**config.mk**
```make
export PLATFORM = sky130hd
export DESIGN_NAME = nps_slices
export DESIGN_NICKNAME = d
export VERILOG_FILES = /design/src/nps_pkg.sv /design/src/nps_calc_if.sv /design/src/nps_slices.sv /design/src/nps_bitcode.sv
export VERILOG_INCLUDE_DIRS = /design/src
export SDC_FILE = /design/constraint.sdc
export NUM_CORES = 1
export LEC_CHECK = 0
export BUFFER_PORTS_ARGS = -buffer_cell sky130_fd_sc_hd__buf_4
export CAP_MARGIN = 15
export CORE_MARGIN = 3
export CORE_UTILIZATION = 50
export DETAILED_ROUTE_END_ITERATION = 8
export PLACE_DENSITY = 0.7
export RECOVER_POWER = 50
export SLEW_MARGIN = 20
export SYNTH_ARGS = -nofsm -noshare
export SYNTH_HDL_FRONTEND = slang
export SYNTH_SLANG_ARGS = --single-unit
```
**constraint.sdc**
```tcl
create_clock -name i_clk -period 3.7 [get_ports i_clk]
set_clock_uncertainty 0.05 [all_clocks]
set_input_delay 0.74 -clock i_clk [delete_from_list [all_inputs] [get_ports i_clk]]
set_output_delay 0.74 -clock i_clk [all_outputs]
set_load 0.005 [all_outputs]
```
**src/nps_cfg.svh**
```systemverilog
// Offsets, field positions, reset values and counts of the parity slices.
`ifndef NPS_CFG_SVH
`define NPS_CFG_SVH

// ********************************
// Register offsets
// ********************************
`define NPS_OFS_SLICE 8'h00
`define NPS_OFS_CTRL 8'h20
`define NPS_OFS_STAT 8'h24
`define NPS_OFS_MASK 8'h28
`define NPS_OFS_REF 8'h2c
`define NPS_OFS_PPAR 8'h30

// ********************************
// Field positions
// ********************************
`define NPS_CTRL_RDMODE 0
`define NPS_CTRL_SIZE_LO 1
`define NPS_REF_PAR 11
`define NPS_REF_SLOT_LO 16
`define NPS_EV_DONE 0
`define NPS_EV_SINGLE 1
`define NPS_EV_MULTI 2

// ********************************
// Reset values and counts
// ********************************
`define NPS_CTRL_RST 3'h0
`define NPS_MASK_RST 3'h0
`define NPS_SEC_BYTES 256
`define NPS_FIRST_SLICE 5
`define NPS_NUM_SLICES 7
`define NPS_LAST_512 12'h1ff
`define NPS_LAST_2048 12'h7ff
`define NPS_LAST_4096 12'hfff

`endif

```
**src/nps_pkg.sv**
```systemverilog
// Types and helpers shared by the parity slice files.
`include "nps_cfg.svh"

package nps_pkg;

  // One-hot page engine states.
  typedef enum logic [2:0] {
    NPS_IDLE = 3'b001,
    NPS_RUN = 3'b010,
    NPS_DONE = 3'b100
  } nps_fsm_t;

  // Whole state of the slice block.
  typedef struct packed {
    nps_fsm_t st;
    logic [11:0] cnt;
    logic [10:0] acc;
    logic par;
    logic [`NPS_NUM_SLICES-1:0][31:0] slice;
    logic [`NPS_NUM_SLICES-1:0][11:0] refc;
    logic [`NPS_NUM_SLICES-1:0] ppar;
    logic [2:0] ctrl;
    logic [2:0] stat;
    logic [2:0] mask;
    logic [31:0] rdata;
    logic irq;
  } nps_regs_t;

  // Builds a slice word; bit 11 and bits 31:23 stay zero.
  function automatic logic [31:0] pack_slice(input logic [10:0] inv,
                                             input logic [10:0] loc);
    pack_slice = {9'h0, inv, 1'b0, loc};
  endfunction

  // Last byte index of a page for the size code.
  function automatic logic [11:0] page_last(input logic [1:0] sz);
    case (sz)
      2'h0: page_last = `NPS_LAST_512;
      2'h1: page_last = `NPS_LAST_2048;
      default: page_last = `NPS_LAST_4096;
    endcase
  endfunction

endpackage

```
**src/nps_calc_if.sv**
```systemverilog
// Link between the page engine and the per-byte code calculator.
interface nps_calc_if;
  logic [7:0] byte_in;
  logic [7:0] idx;
  logic [10:0] contrib;
  logic bpar;
  modport eng (output byte_in, output idx, input contrib, input bpar);
  modport calc (input byte_in, input idx, output contrib, output bpar);
endinterface

```
**src/nps_slices.sv**
```systemverilog
// Page engine and result registers for the parity slices of a NAND page.
// Function
// Software copies each slice's parity into spare area after writing page.
// Single error on read reports the flipped bit's offset in its byte.
// Single error on read reports the faulty byte's index in the slice.
// With multiple errors the location fields mean nothing; software ignores them.
// Slices 5, 6, 7 cover bytes 1280-1535, 1536-1791, 1792-2047.
// Slices 8, 9, 10 cover bytes 2048-2303, 2304-2559, 2560-2815.
// One code per 256 bytes over 512, 2048 or 4096 byte pages.
// Slice word: offset 2:0, index 10:3, zero 11, parity 22:12, zero above.
//
// The register offsets and the strobed register port were left to the implementer.
`include "nps_cfg.svh"

module nps_slices #(
  parameter int FIRST_SLICE = `NPS_FIRST_SLICE
) (
  input wire logic i_clk,
  input wire logic i_rst_b,
  input wire logic [7:0] i_addr,
  input wire logic [31:0] i_wdata,
  input wire logic i_wr,
  input wire logic i_rd,
  input wire logic i_page_start,
  input wire logic i_data_valid,
  input wire logic [7:0] i_data,
  output logic [31:0] o_rdata,
  output logic o_irq
);

  // ********************************
  // Elaboration checks
  // ********************************

  // The sixteen sectors of a 4096 byte page bound the slice window.
  if (FIRST_SLICE < 0 || FIRST_SLICE + `NPS_NUM_SLICES > 16) begin : g_chk
    $error("FIRST_SLICE puts slices beyond a 4096 byte page");
  end

  // ********************************
  // State and helpers
  // ********************************

  nps_pkg::nps_regs_t r_reg;
  nps_pkg::nps_regs_t r_next;

  logic sec_end;
  logic in_rng;
  logic [2:0] rel;
  logic [10:0] code_new;
  logic par_new;
  logic [10:0] syn;
  logic pd;
  logic [2:0] ev;
  logic [2:0] clr;
  logic [4:0] sec_no;
  logic [4:0] ref_no;

  nps_calc_if cif ();

  // The calculator sees the incoming byte and its index in the sector.
  assign cif.byte_in = i_data;
  assign cif.idx = r_reg.cnt[7:0];

  nps_bitcode u_bitcode (
    .c(cif.calc)
  );

  // ********************************
  // Next state
  // ********************************

  // All block state moves through one copy; bus, engine and events merge here.
  always_comb begin
    r_next = r_reg;
    ev = 3'h0;
    clr = 3'h0;
    sec_end = 1'b0;
    code_new = r_reg.acc ^ cif.contrib;
    par_new = r_reg.par ^ cif.bpar;
    // Sector number of the current byte picks the slice.
    sec_no = {1'b0, r_reg.cnt[11:8]};
    in_rng = (sec_no >= 5'(FIRST_SLICE))
      && (sec_no < 5'(FIRST_SLICE + `NPS_NUM_SLICES));
    // Outside the window the slot is parked at zero so no lookup runs off the table.
    rel = in_rng ? 3'(sec_no - 5'(FIRST_SLICE)) : 3'h0;
    syn = code_new ^ r_reg.refc[rel][10:0];
    pd = par_new ^ r_reg.refc[rel][`NPS_REF_PAR];
    ref_no = 5'(i_wdata[`NPS_REF_SLOT_LO+3:`NPS_REF_SLOT_LO]) - 5'(FIRST_SLICE);

    // Register writes; slice words have no write path at all.
    if (i_wr) begin
      case (i_addr)
        `NPS_OFS_CTRL: begin
          r_next.ctrl = i_wdata[2:0];
        end
        `NPS_OFS_MASK: begin
          r_next.mask = i_wdata[2:0];
        end
        `NPS_OFS_STAT: begin
          clr = i_wdata[2:0];
        end
        `NPS_OFS_REF: begin
          // Stored code read back from spare area, one slice at a time.
          if (ref_no < 5'(`NPS_NUM_SLICES)) begin
            r_next.refc[3'(ref_no)] = i_wdata[11:0];
          end
        end
        default: begin
        end
      endcase
    end

    // Page engine.
    case (r_reg.st)
      nps_pkg::NPS_IDLE: begin
        if (i_page_start) begin
          r_next.st = nps_pkg::NPS_RUN;
          r_next.cnt = 12'h0;
          r_next.acc = 11'h0;
          r_next.par = 1'b0;
        end
      end
      nps_pkg::NPS_RUN: begin
        if (i_page_start) begin
          // A new page abandons the one in flight.
          r_next.cnt = 12'h0;
          r_next.acc = 11'h0;
          r_next.par = 1'b0;
        end else if (i_data_valid) begin
          r_next.cnt = r_reg.cnt + 12'h1;
          r_next.acc = code_new;
          r_next.par = par_new;
          // Every 256th byte closes one code.
          if (r_reg.cnt[7:0] == 8'hff) begin
            sec_end = 1'b1;
            r_next.acc = 11'h0;
            r_next.par = 1'b0;
            if (in_rng) begin
              r_next.ppar[rel] = par_new;
              if (!r_reg.ctrl[`NPS_CTRL_RDMODE]) begin
                // Write pass: inverse parity for software to save.
                r_next.slice[rel] = nps_pkg::pack_slice(~code_new, 11'h0);
              end else if (pd) begin
                // Odd parity change: one flipped bit, syndrome locates it.
                r_next.slice[rel] = nps_pkg::pack_slice(~code_new, syn);
                ev[`NPS_EV_SINGLE] = 1'b1;
              end else if (syn != 11'h0) begin
                // Even change but nonzero syndrome: location is unusable.
                r_next.slice[rel] = nps_pkg::pack_slice(~code_new, 11'h0);
                ev[`NPS_EV_MULTI] = 1'b1;
              end else begin
                r_next.slice[rel] = nps_pkg::pack_slice(~code_new, 11'h0);
              end
            end
          end
          // The size code sets where the page ends.
          if (r_reg.cnt == nps_pkg::page_last(r_reg.ctrl[2:1])) begin
            r_next.st = nps_pkg::NPS_DONE;
          end
        end
      end
      nps_pkg::NPS_DONE: begin
        ev[`NPS_EV_DONE] = 1'b1;
        r_next.st = nps_pkg::NPS_IDLE;
      end
      default: begin
        r_next.st = nps_pkg::NPS_IDLE;
      end
    endcase

    // Sticky events; a new event wins over a clear in the same cycle.
    r_next.stat = (r_reg.stat & ~clr) | ev;
    r_next.irq = |(r_next.stat & r_next.mask);

    // Read data stand one cycle after the strobe, zero otherwise.
    r_next.rdata = 32'h0;
    if (i_rd) begin
      if (i_addr[7:5] == 3'h0 && i_addr[1:0] == 2'h0
          && i_addr[4:2] < 3'(`NPS_NUM_SLICES)) begin
        r_next.rdata = r_reg.slice[i_addr[4:2]];
      end else begin
        case (i_addr)
          `NPS_OFS_CTRL: r_next.rdata = {29'h0, r_reg.ctrl};
          `NPS_OFS_STAT: r_next.rdata = {29'h0, r_reg.stat};
          `NPS_OFS_MASK: r_next.rdata = {29'h0, r_reg.mask};
          `NPS_OFS_PPAR: r_next.rdata = {25'h0, r_reg.ppar};
          default: r_next.rdata = 32'h0;
        endcase
      end
    end
  end

  // ********************************
  // Registers
  // ********************************

  // Synchronous reset: results clear, engine idles, nothing pending.
  always_ff @(posedge i_clk) begin
    if (!i_rst_b) begin
      r_reg <= '0;
      r_reg.st <= nps_pkg::NPS_IDLE;
      r_reg.ctrl <= `NPS_CTRL_RST;
      r_reg.mask <= `NPS_MASK_RST;
    end else begin
      r_reg <= r_next;
    end
  end

  assign o_rdata = r_reg.rdata;
  assign o_irq = r_reg.irq;
endmodule

```
**src/nps_bitcode.sv**
```systemverilog
// Code contribution of one data byte at a given index inside its sector.
module nps_bitcode (
  nps_calc_if.calc c
);

  // Each set bit adds its location {byte index, bit number} by XOR.
  always_comb begin
    logic [2:0] col;
    col = 3'h0;
    for (int i = 0; i < 8; i++) begin
      if (c.byte_in[i]) begin
        col = col ^ 3'(i);
      end
    end
    c.bpar = ^c.byte_in;
    c.contrib = {(c.bpar ? c.idx : 8'h0), col};
  end

endmodule

```
==> run metrics <==
crit path setup slack, layout=0.164 ns; Clk Tree Root Cell=clkbuf_16; prevailing post-synth register cell=dfxtp_1; Non-Filler Instances=2126; Wirelength per Cell=18.9 um; setup_tns=0 ns; Tot GR Track Use=0.254; Buffers on Ports=60; Worst-Skew Late Latency=0.52 ns; Max Fclk=283 MHz; TritonCTS buffer count=34; Worst setup EP type=flop; Worst path depth=11; period utilization=0.956; share of layout cells above drive strength 1=0.132; worst hold-check path type=flop to flop; Comb pwr share=0.064; min cycle time layout=3.54 ns; largest net degree at the start of global routing=113; Worst VDD drop=364 uV; core area=0.0289 mm^2; Via Count=12300; TritonCTS Sinks=304; Post-synth ARST share=0; Initial DRC Count=956; Top Ports=87; CTS Hold Buffers Added=0; Worst Setup SP=r_reg[377]; Routed WL=40200 um; CP top delay family=simple AND/OR/NAND/NOR gates; Yosys reg bits=304; grt total ovfl=0; first-pass GRT wire length=64200 um; RSZ-0062 raised after global routing=false; WP data required=4.04 ns; sequential fraction of the synthesis area=0.414; Final Max Slew Viols=82; Worst Path Buf+Inv=2; RR Endpoint=o_irq; share of the synthesized area in the top cell type=0.414; Post-DRT Antenna Nets=0; switching part of the total=0.226; Startpoint Class=flop; Psw=1.64 mW; Pwr per Cell Area=435 mW/mm^2; Nets=1777; Placed Instances=2065; drt first pass iters=5; GP Congestion=0.908; area grow syn2layout=13.4%; largest cells by area after synthesis=dfxtp_1, nand2_1, a21boi_0, mux2i_1, nor2b_1; num rows=62; Synth warnings=0; Crit Path Max Fanout=11; final instance area=0.0166 mm^2; Mapped Cells=1685; post-place instance area=0.0155 mm^2; count leader, synth=nand2_1; detailed-route DRC error count=0; Clk pin slew, worst setup/hold paths=0.06 ns; max reg flops=273; Avg Cell Area, Syn=8.72 um^2; final setup violation count=0; initial antenna violation count=0; Int Power=5.60 mW; DP HPWL=26800 um; full die area=0.0315 mm^2; dominant cell type by area after synthesis=dfxtp_1; Diodes inserted=0; Worst path max stage delay=0.50 ns; status=complete, but fails checks; Max-slew headroom=-0.500; Worst R2R Setup Slack=0.16 ns; vias in the first global route=11800; worst-margin pin slew=2.25 ns; Post-synth EDFFs=0; CTS tree=built; Clock Power Share=0.484; Setup Slack @ Placement=-0.146 ns; die height=177 um; CP most frequent cell=o21ai_1; Synth top cells by count=nand2_1, dfxtp_1, a21boi_0; leakage power total=5.95 nW; worst setup path end=o_irq; post-synthesis cell type count=76; worst-case reg-to-reg path depth=11; failing checks=capacitance limit, slew limit; Hold Violations, Final=0; Initial Utilization=0.509; clock buffer depth=3; reg2reg start=r_reg[377]; width of the die=177 um; MaxCap Viol Count=2; sequential share of power=0.453; CP Data Arrival Time=3.87 ns; slowest stage cell, crit path=or4_1; WS Path Type=flop to flop; Post-Syn Area=0.0147 mm^2; mean number of vias per cell=5.80; H-tree Lvls=2; crit path cell chain=clkinv_1 -> ha_2 -> buf_4 -> and4bb_1 -> o21ai_1 -> o32ai_1 -> or3_1 -> xnor2_1 -> or4_1 -> nor4_2 -> o21ai_1
## worst min path at each step
stage / depth (start not counted) / from / to / slack, ns
final: 2 / r_reg[346] / r_reg[346] / 0.41
after global routing: 2 / r_reg[54] / r_reg[54] / 0.44
after CTS: 2 / r_reg[279] / r_reg[279] / 0.41
after detailed placement: 2 / r_reg[212] / r_reg[212] / 0.41
after global placement: 2 / r_reg[149] / r_reg[149] / 0.40
after floorplan: 2 / r_reg[112] / r_reg[112] / 0.39
## stage by stage
| stage | power, mW | hold slack [ns] | utilization |
|---|---|---|---|
| global route | 7.45 | 0.435 | 0.577 |
| floorplan | 3.63 | 0.386 | - |
| CTS | 7.30 | 0.415 | 0.579 |
| finish | 7.24 | 0.412 | 0.577 |
| detailed placement | 3.81 | 0.406 | 0.538 |
| global placement | 3.81 | 0.396 | 0.538 |
## cells in the final DEF (no fill, tap or decap), types with 10 or more instances in the layout
cell type / instances
nor2_1: 54
nand3_1: 31
conb_1: 10
a21oi_1: 28
clkbuf_1: 21
nor2b_1: 84
o21ai_0: 55
a22oi_1: 66
o211a_1: 23
dfxtp_1: 303
clkbuf_4: 24
o211ai_1: 15
a21boi_0: 158
mux2i_1: 68
nand2_1: 379
buf_4: 99
mux4_2: 22
clkbuf_16: 35
and2_1: 18
xnor2_1: 30
nor3_1: 12
inv_1: 17
## worst reg2reg max path: stages, from the launching register on
cell      delay [ns]
dfxtp_1         0.39
clkinv_1        0.10
ha_2            0.27
buf_4           0.17
and4bb_1        0.30
o21ai_1         0.41
o32ai_1         0.18
or3_1           0.39
xnor2_1         0.17
or4_1           0.50
nor4_2          0.36
o21ai_1         0.12
## power by group through the flow
| stage | clock network [mW] | registers [mW] | logic [mW] |
|---|---|---|---|
| 6_report | 3.50 | 3.28 | 0.462 |
| 5_1_grt | 3.68 | 3.28 | 0.495 |
| 4_1_cts | 3.56 | 3.28 | 0.460 |
| 3_5_place_dp | 0 | 3.35 | 0.459 |
| 3_3_place_gp | 0 | 3.35 | 0.455 |
| 2_1_floorplan | 0 | 3.35 | 0.277 |
## area by class of cell
type	count	area, um^2
clock inverter	13	191
sequential	304	6090
multi-input combinational	1219	7850
timing repair buffer	141	995
clock buffer	47	981
inverter	18	67.6
tap	384	480
fill	2596	12200
## repair_timing
action,in CTS,in global routing
setup buffers,0,1
resized for setup,5,3
endpoints found under the setup margin,28,13
## cell families (layout without fill, tap and decap cells)
group / Yosys count / after routing / share of synthesized area
buffers and inverters: 171 / 219 / 0.0550
AND/OR/NAND/NOR: 655 / 655 / 0.209
adder cells (fa/ha/maj): 5 / 5 / 0.00426
other: 1 / 10 / 0.000255
XOR/XNOR: 41 / 41 / 0.0283
AO/OA/AOI/OAI: 416 / 416 / 0.207
multiplexers: 92 / 92 / 0.0816
flip-flops: 304 / 304 / 0.414
## routing by layer
layer,global-route usage,share of wire,vias up
met5,0,0,-
met4,0.0870,0.032,0
met3,0.0338,0.059,82
met2,0.421,0.47,438
met1,0.343,0.44,5940
li1,-,-,5881
Note: power is estimated with default switching activity, not from simulation.
